$ cat src/pgs_map.vh
// Constants for the page program write sequencer host controller
`ifndef PGS_MAP_VH
`define PGS_MAP_VH
`define PGS_CLK_MHZ 50
`define PGS_PAGE_BYTES 64
`define PGS_PAGE_LSB 6
`define PGS_ADDR_W 15
`define PGS_DATA_W 8
`define PGS_T_WP_NS 90
`define PGS_T_WP_CYC ((`PGS_T_WP_NS * `PGS_CLK_MHZ + 999) / 1000)
`define PGS_T_WPH_NS 100
`define PGS_T_WPH_CYC ((`PGS_T_WPH_NS * `PGS_CLK_MHZ + 999) / 1000)
`define PGS_T_ACC_NS 150
`define PGS_T_ACC_CYC ((`PGS_T_ACC_NS * `PGS_CLK_MHZ + 999) / 1000)
`define PGS_T_OEHP_NS 150
`define PGS_T_OEHP_CYC ((`PGS_T_OEHP_NS * `PGS_CLK_MHZ + 999) / 1000)
`define PGS_T_BLC_US 150
`define PGS_T_BLC_CYC ((`PGS_T_BLC_US * `PGS_CLK_MHZ))
`define PGS_T_WC_MS 10
`define PGS_T_WC_CYC (`PGS_T_WC_MS * 1000 * `PGS_CLK_MHZ)
`define PGS_CMD_A1 15'h5555
`define PGS_CMD_A2 15'h2aaa
`define PGS_CMD_D1 8'haa
`define PGS_CMD_D2 8'h55
`define PGS_CMD_PROT_ON 8'ha0
`define PGS_CMD_PROT_OFF 8'h20
`define PGS_CMD_PROT_OFF3 8'h80
`define PGS_CMD_ID_IN 8'h90
`define PGS_CMD_ID_OUT 8'hf0
`define PGS_OP_READ 3'h0
`define PGS_OP_PAGE 3'h1
`define PGS_OP_PROT_ON 3'h2
`define PGS_OP_PROT_OFF 3'h3
`define PGS_OP_ID_IN 3'h4
`define PGS_OP_ID_OUT 3'h5
`endif

$ cat src/pgs_sync3.v
// Three-stage input synchroniser; change accepted when stages two and three agree
`timescale 1ns/1ps
module pgs_sync3 #(
	parameter W = 8
) (
	input wire mclk,
	input wire rst,
	input wire [W-1:0] d,
	output reg [W-1:0] q
);
	reg [W-1:0] s1_r;
	reg [W-1:0] s2_r;
	reg [W-1:0] s3_r;
	integer i;

	// First stage feeds only the second
	always @(posedge mclk or posedge rst) begin
		if (rst) begin
			s1_r <= {W{1'b0}};
			s2_r <= {W{1'b0}};
			s3_r <= {W{1'b0}};
			q <= {W{1'b0}};
		end else begin
			s1_r <= d;
			s2_r <= s1_r;
			s3_r <= s2_r;
			for (i = 0; i < W; i = i + 1) begin
				if (s2_r[i] == s3_r[i]) begin
					q[i] <= s3_r[i];
				end
			end
		end
	end
endmodule

$ cat src/pgs_host.v
// Host controller driving a parallel page-program flash through its pins
`timescale 1ns/1ps
`include "pgs_map.vh"
module pgs_host #(
	parameter ADDR_W = `PGS_ADDR_W,
	parameter DATA_W = `PGS_DATA_W,
	parameter PAGE_BYTES = `PGS_PAGE_BYTES,
	parameter WC_CYC = `PGS_T_WC_CYC,
	parameter BLC_CYC = `PGS_T_BLC_CYC
) (
	input wire mclk,
	input wire rst,
	input wire cmd_valid,
	input wire [2:0] cmd_op,
	input wire [ADDR_W-1:0] cmd_addr,
	input wire [DATA_W-1:0] cmd_wdata,
	output reg cmd_ready,
	output reg wdata_req,
	output reg [5:0] wdata_idx,
	output reg rsp_valid,
	output reg [DATA_W-1:0] rsp_rdata,
	output reg rsp_timeout,
	output reg [ADDR_W-1:0] flash_addr,
	output reg [DATA_W-1:0] flash_dq_o,
	output reg flash_dq_oe,
	input wire [DATA_W-1:0] flash_dq_i,
	output reg chip_select_n,
	output reg output_gate_n,
	output reg write_strobe_n
);
	localparam [7:0] S_IDLE = 8'h01;
	localparam [7:0] S_WLOW = 8'h02;
	localparam [7:0] S_WHIGH = 8'h04;
	localparam [7:0] S_RLOW = 8'h08;
	localparam [7:0] S_RHIGH = 8'h10;
	localparam [7:0] S_POLL = 8'h20;
	localparam [7:0] S_DONE = 8'h40;
	localparam [7:0] S_WAITD = 8'h80;
	localparam [23:0] WP_CYC = `PGS_T_WP_CYC;
	localparam [23:0] WPH_CYC = `PGS_T_WPH_CYC;
	localparam [23:0] ACC_CYC = `PGS_T_ACC_CYC;
	localparam [23:0] OEHP_CYC = `PGS_T_OEHP_CYC;

	reg [7:0] state_r;
	reg [2:0] op_r;
	reg [ADDR_W-1:0] base_r;
	reg [2:0] step_r;
	reg [6:0] byte_r;
	reg [23:0] tmr_r;
	reg [23:0] wc_r;
	reg polling_r;
	reg have_prev_r;
	reg prev6_r;
	reg seen_r;
	wire [DATA_W-1:0] dq_s;

	// Data lines come from the other party, so synchronise them
	pgs_sync3 #(.W(DATA_W)) u_sync (
		.mclk(mclk),
		.rst(rst),
		.d(flash_dq_i),
		.q(dq_s)
	);

	// Number of unlock steps before data for each operation
	function [2:0] pre_len;
		input [2:0] op;
		begin
			case (op)
				`PGS_OP_PROT_ON: pre_len = 3'h3;
				`PGS_OP_PROT_OFF: pre_len = 3'h6;
				`PGS_OP_ID_IN: pre_len = 3'h3;
				`PGS_OP_ID_OUT: pre_len = 3'h3;
				default: pre_len = 3'h0;
			endcase
		end
	endfunction

	// Address of unlock step; steps one and four use the second command address
	function [ADDR_W-1:0] pre_addr;
		input [2:0] s;
		begin
			pre_addr = (s == 3'h1 || s == 3'h4) ? `PGS_CMD_A2 : `PGS_CMD_A1;
		end
	endfunction

	// Data of unlock step for the operation
	function [DATA_W-1:0] pre_data;
		input [2:0] op;
		input [2:0] s;
		begin
			case (s)
				3'h0, 3'h3: pre_data = `PGS_CMD_D1;
				3'h1, 3'h4: pre_data = `PGS_CMD_D2;
				default: begin
					case (op)
						`PGS_OP_PROT_ON: pre_data = `PGS_CMD_PROT_ON;
						`PGS_OP_ID_IN: pre_data = `PGS_CMD_ID_IN;
						`PGS_OP_ID_OUT: pre_data = `PGS_CMD_ID_OUT;
						default: pre_data = (s == 3'h2) ? `PGS_CMD_PROT_OFF3 : `PGS_CMD_PROT_OFF;
					endcase
				end
			endcase
		end
	endfunction

	wire in_pre = (step_r < pre_len(op_r));
	wire has_page = (op_r == `PGS_OP_PAGE) || (op_r == `PGS_OP_PROT_ON) || (op_r == `PGS_OP_PROT_OFF);

	// Main sequencer; write and read strobes on chip select plus one strobe line
	always @(posedge mclk or posedge rst) begin
		if (rst) begin
			state_r <= S_IDLE;
			op_r <= 3'h0;
			base_r <= {ADDR_W{1'b0}};
			step_r <= 3'h0;
			byte_r <= 7'h00;
			tmr_r <= 24'h000000;
			wc_r <= 24'h000000;
			polling_r <= 1'b0;
			have_prev_r <= 1'b0;
			prev6_r <= 1'b0;
			seen_r <= 1'b0;
			cmd_ready <= 1'b1;
			wdata_req <= 1'b0;
			wdata_idx <= 6'h00;
			rsp_valid <= 1'b0;
			rsp_rdata <= {DATA_W{1'b0}};
			rsp_timeout <= 1'b0;
			flash_addr <= {ADDR_W{1'b0}};
			flash_dq_o <= {DATA_W{1'b0}};
			flash_dq_oe <= 1'b0;
			chip_select_n <= 1'b1;
			output_gate_n <= 1'b1;
			write_strobe_n <= 1'b1;
		end else begin
			rsp_valid <= 1'b0;
			wdata_req <= 1'b0;
			if (polling_r) begin
				wc_r <= wc_r + 24'h000001;
			end
			case (state_r)
				S_IDLE: begin
					if (cmd_valid) begin
						cmd_ready <= 1'b0;
						op_r <= cmd_op;
						base_r <= cmd_addr;
						step_r <= 3'h0;
						byte_r <= 7'h00;
						rsp_timeout <= 1'b0;
						tmr_r <= 24'h000000;
						if (cmd_op == `PGS_OP_READ) begin
							flash_addr <= cmd_addr;
							state_r <= S_RLOW;
						end else if (cmd_op > `PGS_OP_ID_OUT) begin
							// Unknown codes finish at once so no stray write reaches the pins
							state_r <= S_DONE;
						end else begin
							state_r <= S_WAITD;
						end
					end
				end
				S_WAITD: begin
					if (in_pre) begin
						flash_addr <= pre_addr(step_r);
						flash_dq_o <= pre_data(op_r, step_r);
					end else begin
						flash_addr <= {base_r[ADDR_W-1:`PGS_PAGE_LSB], byte_r[5:0]};
						flash_dq_o <= cmd_wdata;
						wdata_idx <= byte_r[5:0];
						wdata_req <= 1'b1;
					end
					flash_dq_oe <= 1'b1;
					output_gate_n <= 1'b1;
					tmr_r <= 24'h000000;
					state_r <= S_WLOW;
				end
				S_WLOW: begin
					chip_select_n <= 1'b0;
					write_strobe_n <= 1'b0;
					tmr_r <= tmr_r + 24'h000001;
					if (tmr_r >= WP_CYC) begin
						write_strobe_n <= 1'b1;
						chip_select_n <= 1'b1;
						tmr_r <= 24'h000000;
						state_r <= S_WHIGH;
					end
				end
				S_WHIGH: begin
					tmr_r <= tmr_r + 24'h000001;
					if (tmr_r >= WPH_CYC) begin
						tmr_r <= 24'h000000;
						if (in_pre) begin
							step_r <= step_r + 3'h1;
							state_r <= (step_r + 3'h1 < pre_len(op_r) || has_page) ? S_WAITD : S_DONE;
						end else if (has_page && byte_r < PAGE_BYTES - 1) begin
							byte_r <= byte_r + 7'h01;
							state_r <= S_WAITD;
						end else if (has_page) begin
							flash_dq_oe <= 1'b0;
							flash_addr <= {base_r[ADDR_W-1:`PGS_PAGE_LSB], 6'h3f};
							polling_r <= 1'b1;
							wc_r <= 24'h000000;
							have_prev_r <= 1'b0;
							seen_r <= 1'b0;
							state_r <= S_POLL;
						end else begin
							state_r <= S_DONE;
						end
					end
				end
				S_RLOW: begin
					flash_dq_oe <= 1'b0;
					chip_select_n <= 1'b0;
					output_gate_n <= 1'b0;
					tmr_r <= tmr_r + 24'h000001;
					if (tmr_r >= ACC_CYC + 24'h000003) begin
						chip_select_n <= 1'b1;
						output_gate_n <= 1'b1;
						tmr_r <= 24'h000000;
						state_r <= polling_r ? S_POLL : S_DONE;
						seen_r <= polling_r;
						rsp_rdata <= dq_s;
					end
				end
				S_POLL: begin
					tmr_r <= tmr_r + 24'h000001;
					if (wc_r < BLC_CYC) begin
						tmr_r <= 24'h000000; // Reads before the cycle starts would match and end polling early
					end else if (tmr_r >= OEHP_CYC) begin
						tmr_r <= 24'h000000;
						have_prev_r <= seen_r;
						prev6_r <= rsp_rdata[6];
						if (have_prev_r && seen_r && prev6_r == rsp_rdata[6]) begin
							polling_r <= 1'b0;
							state_r <= S_DONE;
						end else if (wc_r >= WC_CYC + BLC_CYC) begin
							polling_r <= 1'b0;
							rsp_timeout <= 1'b1;
							state_r <= S_DONE;
						end else begin
							state_r <= S_RLOW;
						end
					end
				end
				S_DONE: begin
					flash_dq_oe <= 1'b0;
					rsp_valid <= 1'b1;
					cmd_ready <= 1'b1;
					state_r <= S_IDLE;
				end
				default: begin
					state_r <= S_IDLE;
				end
			endcase
		end
	end
endmodule

$ cat config.mk
export PLATFORM = sky130hd
export DESIGN_NAME = pgs_host
export DESIGN_NICKNAME = d
export VERILOG_FILES = /design/src/pgs_sync3.v /design/src/pgs_host.v
export VERILOG_INCLUDE_DIRS = /design/src /design/src/src
export SDC_FILE = /design/constraint.sdc
export NUM_CORES = 1
export LEC_CHECK = 0
export ABC_AREA = 1
export BUFFER_PORTS_ARGS = -buffer_cell sky130_fd_sc_hd__buf_4
export CORE_ASPECT_RATIO = 1.25
export CORE_UTILIZATION = 40
export DETAILED_ROUTE_END_ITERATION = 12
export GPL_ROUTABILITY_DRIVEN = 1
export MAX_ROUTING_LAYER = met4
export PLACE_DENSITY = 0.69
export SLEW_MARGIN = 15
export SYNTH_ARGS = -nofsm -noshare
export SYNTH_HDL_FRONTEND = slang
export SYNTH_SLANG_ARGS = --single-unit
export TNS_END_PERCENT = 1
$ cat constraint.sdc
create_clock -name mclk -period 6.9 [get_ports mclk]
set_clock_uncertainty 0.2 [all_clocks]
set_input_delay 0.69 -clock mclk [delete_from_list [all_inputs] [get_ports mclk]]
set_output_delay 0.69 -clock mclk [all_outputs]
set_load 0.02 [all_outputs]
Word level (Yosys, flattened, before mapping)
Cells that the tools add are included.
- equal/unequal tests: 40
- magnitude comparators: 9
- add/subtract/negate cells: 4
- bitwise gates (word level): 2
- multiplexer cells: 87
- reductions and logical operators: 39
- operators with widths (kind ; count):
    24-bit two-way mux ; 11
    15-bit two-way mux ; 8
    24-bit one-hot mux with 5 select lines ; 1
    8-bit two-way mux ; 13
    7-bit two-way mux ; 8
    24-bit by 1-bit adder with 24-bit output (second input constant) ; 2
    24-bit by 4-bit >= comparator with 1-bit output (second input constant) ; 2
    8-bit one-hot mux with 6 select lines ; 1
    15-bit one-hot mux with 3 select lines ; 1
    2-bit != test (second input constant) ; 14
    1-bit two-way mux ; 25
    24-bit by 19-bit >= comparator with 1-bit output (second input constant) ; 1
    24-bit by 3-bit >= comparator with 1-bit output (second input constant) ; 1
    24-bit by 13-bit < comparator with 1-bit output (second input constant) ; 1
    8-bit one-hot mux with 3 select lines ; 1
    3-bit two-way mux ; 6
    6-bit AND reduction ; 3
    8-bit one-hot mux with 2 select lines ; 1
    1-bit one-hot mux with 2 select lines ; 7
    7-bit one-hot mux with 2 select lines ; 1
    7-bit AND reduction ; 2
    2-bit nonzero test ; 7
    3-bit by 2-bit equality test with 1-bit output (second input constant) ; 4
    3-bit one-hot mux with 2 select lines ; 2
    30 further kinds ; 58
- logic and storage cells: 215
- register bits after elaboration: 165

Depth between registers and ports, before layout
- depth after elaboration: 13
- depth in mapped cells: 13
- depth with buffers taken out: 12

Modules after synthesis
A second synthesis with hierarchy kept.
- cell total of the unflattened synthesis: 945
- area total of the unflattened synthesis: 7678.6 um2
- modules (own cells, without submodules) (module ; seq. area each (um2) ; area each (um2) ; times used ; cells each):
    pgs_host ; 3159.3 ; 6744.0 ; 1 ; 880
    pgs_sync3 ; 800.8 ; 934.6 ; 1 ; 65

Worst setup path before layout
OpenSTA, ideal clock, no wires.
- path type: flip-flop to flip-flop
- from: register op_r[2]
- to: register wc_r[0]
- setup time: 114 ps
- slack: 4954 ps
- data arrival time: 1632 ps
- clock period less this slack: 1946 ps
- cell stages (with the launch flop): 11
- required time: 6586 ps
- cell sequence: dfrtp_1 inv_1 nand3_1 ha_1 nand3_2 nand2_1 buf_4 nand4_1 buf_4 nand3_1 inv_1
- cells in the longest elaborated chain, start to end: 8
- RTL lines (item ; line ; RTL):
    start, declared ; pgs_host.v:45 ; reg [2:0] op_r;
    start signal, assigned ; pgs_host.v:146 ; op_r <= cmd_op;
    parallel branches: the longest is 5 deep, another holds 3-bit < comparator ; - ;
    24-bit two-way mux * ; pgs_host.v:193 ; if (in_pre) begin
    24-bit two-way mux * ; pgs_host.v:191 ; if (tmr_r >= WPH_CYC) begin
    24-bit two-way mux * ; pgs_host.v:142 ; case (state_r)
    end signal, assigned ; pgs_host.v:140 ; wc_r <= wc_r + 24'h000001;
    end, declared ; pgs_host.v:50 ; reg [23:0] wc_r;
Mark *: on every way between the ends.
A chain may end at the register's enable or synchronous reset.

Final worst setup path
- from: register op_r[2]
- to: register flash_addr[3]
- cells in the longest elaborated chain, start to end: 6
- RTL lines (item ; line ; RTL):
    3-bit by 2-bit equality test with 1-bit output, or another cell as far along ; pgs_host.v:69 ; case (op)
    3-bit OR reduction (no line) or 1-bit logical OR (tied branches) ; - ;
    3-bit one-hot mux with 2 select lines or 1-bit logical OR (tied branches) ; pgs_host.v:69, pgs_host.v:108 ;
    3-bit < comparator or 1-bit logical AND (tied branches) ; pgs_host.v:107, pgs_host.v:196 ;
    2-bit != test (no line) or 15-bit two-way mux (tied branches) ; - ;
    7-bit AND reduction (no line) or 15-bit one-hot mux with 3 select lines (tied branches) ; - ;
    end signal, assigned ; pgs_host.v:130 ; flash_addr <= {ADDR_W{1'b0}};
    end signal, assigned ; pgs_host.v:153 ; flash_addr <= cmd_addr;
    end signal, assigned ; pgs_host.v:165 ; flash_addr <= pre_addr(step_r);
    end, declared ; pgs_host.v:23 ; output reg [ADDR_W-1:0] flash_addr,
Several ways; a longest one is shown, not always the timed one.

==> results_tabular.tex <==
\begin{tabular}{lr}
\hline
Metric & Value \\
\hline
\multicolumn{2}{l}{\textbf{Outcome}} \\
\quad Status & finished, violations left \\
\quad Violated checks & design-rule violations \\
\multicolumn{2}{l}{\textbf{Cells and area}} \\
\quad Commonest cells after routing, fill and taps aside & sky130\_fd\_sc\_hd\_\_nand2\_1 (245), sky130\_fd\_sc\_hd\_\_dfrtp\_1 (153), sky130\_fd\_sc\_hd\_\_inv\_1 (112), sky130\_fd\_sc\_hd\_\_nor2\_1 (99), sky130\_fd\_sc\_hd\_\_buf\_4 (83) \\
\quad Final cell utilization of the core & 0.487 \\
\quad Share of post-route cells with drive strength above 1 & 0.172 \\
\quad Final antenna diode count & 0 \\
\quad Most common library cell in the layout ignoring fill and taps & sky130\_fd\_sc\_hd\_\_nand2\_1 \\
\quad Synthesis-to-finish area growth & 19.3\% \\
\quad Final \#Nets & 1043 \\
\multicolumn{2}{l}{\textbf{Floorplan}} \\
\quad DIE AREA & 19600 um\^{}2 \\
\quad Initial Utilization & 0.408 \\
\quad Area of the core & 18700 um\^{}2 \\
\quad Die Ht & 156 um \\
\quad Site Rows & 56 \\
\quad Number of primary I/O pins & 82 \\
\quad Die outline width & 126 um \\
\multicolumn{2}{l}{\textbf{Timing}} \\
\quad Total count of hold-check failures in the final report & 0 \\
\quad Relative max-transition margin & 0.394 \\
\quad Final period utilization & 0.432 \\
\quad Minimum period implied by the final worst setup slack & 2.98 ns \\
\quad Setup TNS & 0 ns \\
\quad Final setup violation count & 0 \\
\quad Max-slew violation count & 0 \\
\quad Max Clk Rate & 336 MHz \\
\quad Setup repair after global routing missed its margin & false \\
\quad Actual slew at the worst max-slew pin & 0.909 ns \\
\multicolumn{2}{l}{\textbf{Pwr}} \\
\quad Net Sw Power & 1.12 mW \\
\quad Power per cell area & 348 nW/um\^{}2 \\
\quad Fraction of power spent switching nets & 0.354 \\
\quad Comb pwr share & 0.299 \\
\quad Maximum vdd ir drop & 0.173 mV \\
\quad Design internal power & 2.05 mW \\
\quad Part of the total power dissipated in the clock network & 0.328 \\
\quad Leakage power summed over all cells & 4.70 nW \\
\quad Part of the total power dissipated in sequential elements & 0.373 \\
\multicolumn{2}{l}{\textbf{Logic synthesis}} \\
\quad Syn\_area\_per\_cell & 8.43 um\^{}2 \\
\quad Post-synthesis register bit count & 158 \\
\quad Predominant post-synthesis flop cell & sky130\_fd\_sc\_hd\_\_dfrtp\_1 \\
\quad Post-Synthesis Net Count & 957 \\
\quad Gate count of the mapped netlist & 906 \\
\quad Sequential cell area fraction in the yosys report & 0.519 \\
\quad Cell area after synthesis & 7630 um\^{}2 \\
\quad Async SR Flop Fraction & 1.00 \\
\quad Number of enable flip-flop cells after synthesis & 0 \\
\quad Count of cell types in the netlist & 45 \\
\quad Yosys warning count & 0 \\
\multicolumn{2}{l}{\textbf{Worst setup path}} \\
\quad Arrival time of data at the critical path endpoint & 3.15 ns \\
\quad Maximum net fanout on the critical path & 21 \\
\quad Data required time at the worst endpoint & 7.07 ns \\
\quad Critical path capture point type & flip-flop \\
\quad Crit path max-delay family & simple AND/OR/NAND/NOR gates \\
\quad Worst path max stage delay & 0.55 ns \\
\quad Critical Setup Path Class & flip-flop to flip-flop \\
\quad Cell mode on critical path & sky130\_fd\_sc\_hd\_\_nand2\_1 \\
\quad Crit-path cells & inv\_1, nand3\_1, ha\_1, nand3\_2, nand2\_1, nand2\_1, inv\_1, nand2\_1, nand2\_1, nand3\_1, nand2\_1 \\
\quad Slowest cell on the critical path & sky130\_fd\_sc\_hd\_\_nand2\_1 \\
\quad Startpoint types & flip-flop \\
\quad Buffering stage count on the worst path with inverters included & 2 \\
\multicolumn{2}{l}{\textbf{Drt}} \\
\quad Initial DRT Pass Iterations & 9 \\
\quad DRC violation total after the first TritonRoute iteration & 390 \\
\quad DRC errors left & 2 \\
\quad Vias per cell & 4.85 \\
\quad Post-DRT Antenna Nets & 0 \\
\quad Aggregate routed wire length & 16.8 mm \\
\quad Routed wire length per instance & 13.6 um \\
\quad Routed vias & 5997 \\
\multicolumn{2}{l}{\textbf{Clock network}} \\
\quad Number of sinks driven by the clock tree & 158 \\
\quad Maximum root-to-sink buffer count & 2 \\
\quad TritonCTS clock tree & yes \\
\quad Clock-pin slew of the registers on the worst-case setup and hold paths & 0.06 ns \\
\quad Root buffer cell & sky130\_fd\_sc\_hd\_\_clkbuf\_16 \\
\quad Number of cells upsized or downsized after cts & 0 \\
\quad H-tree Lvls & 4 \\
\quad Setup bufs post-CTS & 0 \\
\quad Number of buffers added by the clock tree synthesis step & 17 \\
\quad Clock latency at the later pin of the worst-skew pair & 0.43 ns \\
\quad Total of hold buffers inserted after clock tree synthesis & 0 \\
\multicolumn{2}{l}{\textbf{Worst hold path}} \\
\quad Tightest Hold Check Type & flip-flop to flip-flop \\
\multicolumn{2}{l}{\textbf{GRT}} \\
\quad Largest net degree at the start of global routing & 105 \\
\quad Remaining Overflow, GRT & 0 \\
\quad First-pass GRT wire length & 28.1 mm \\
\quad Global routing usage summed across all routing layers & 0.188 \\
\quad Via count of the first global-routing pass & 5871 \\
\quad Initial antenna violation count & 0 \\
\multicolumn{2}{l}{\textbf{Place}} \\
\quad Detailed placement HPWL & 12.1 mm \\
\quad Final weighted congestion of routability-driven global placement & 0.891 \\
\quad Count of buffers from port buffering & 81 \\
\multicolumn{2}{l}{\textbf{Flow run}} \\
\quad Total of max-cap violations & 0 \\
\hline
\end{tabular}
sequential cells by signal, summed over array words and instances (netlist names), 3 cells and up:
name,flops
u_sync.s3_r,8
flash_dq_o,8
tmr_r,24
op_r,3
wdata_idx,6
base_r,9
byte_r,7
wc_r,24
state_r,7
u_sync.s1_r,8
flash_addr,15
rsp_rdata,8
u_sync.s2_r,8
u_sync.q,8
step_r,3
worst paths after layout:
kind | from | end | slack [ns] | cells after the start
worst max-delay path | op_r[2] | flash_addr[3] | 3.92 | 11
min in group asynchronous | rst | u_sync.s1_r[0] | 0.28 | 2
max in group asynchronous | rst | byte_r[2] | 4.98 | 3
worst min-delay path | u_sync.s1_r[0] | u_sync.s2_r[0] | 0.15 | 0
worst max register to register | op_r[2] | flash_addr[3] | 3.92 | 11
worst min register to register | u_sync.s1_r[0] | u_sync.s2_r[0] | 0.15 | 0
synthesized netlist by cell type (all sizes together), types with 2 or more instances:
cell type,number,share of area
mux2,7,0.010
nand4,12,0.0098
dfrtp,153,0.50
clkbuf,2,0.00098
nand3,79,0.058
nor2,109,0.059
o211ai,2,0.0020
ha,14,0.023
xnor2,9,0.010
xor2,14,0.016
or2,6,0.0049
buf,14,0.012
maj3,8,0.010
nand2,255,0.13
clkinv,2,0.00098
o21bai,5,0.0049
a31oi,3,0.0025
dfstp,5,0.017
a21oi,16,0.011
inv,123,0.061
nor3,14,0.016
o21ai,47,0.031
cells by family after synthesis:
| kind of cell | share of synthesized area |
|---|---|
| fa+ha+maj | 0.0334 |
| mux | 0.0103 |
| buf+inv | 0.0749 |
| compound gates | 0.0561 |
| flops | 0.519 |
| xor+xnor | 0.0264 |
| simple gates | 0.280 |
metrics by stage:
stage               instances  instance area, um^2  power (mW)  hold WS, ns  setup slack, ns
detailed placement       1205                 8450        2.15        0.136             3.94
global route             1237                 9100        3.35        0.150             3.56
CTS                      1237                 9100        3.19        0.150             3.93
floorplan                 906                 7630        1.88        0.131             1.76
global placement         1205                 8450        2.13        0.132             4.03
finish                   1237                 9100        3.17        0.148             3.92
per-layer routing:
metal / vias to the layer above / share of wire / track usage
met4: 0 / 0.024 / 0.0842
met1: 2835 / 0.44 / 0.224
li1: 3013 / - / -
met5: - / 0 / -
met2: 121 / 0.50 / 0.306
met3: 28 / 0.035 / 0.0390
layout make-up:
cell class	count	area, um^2
tap	232	290
timing repair buffer	83	623
clock buffer	20	447
multi-input combinational	607	3100
fill	1709	9600
inverter	125	477
sequential	158	3960
clock inverter	12	206
power by group through the flow:
stage          clock, mW  sequential (mW)  combinational [mW]
3_3_place_gp           0             1.20               0.934
3_5_place_dp           0             1.20               0.950
2_1_floorplan          0             1.27               0.608
6_report            1.04             1.18               0.947
4_1_cts             1.06             1.18               0.953
5_1_grt             1.09             1.20                1.07
Note: power is estimated with default switching activity, not from simulation.
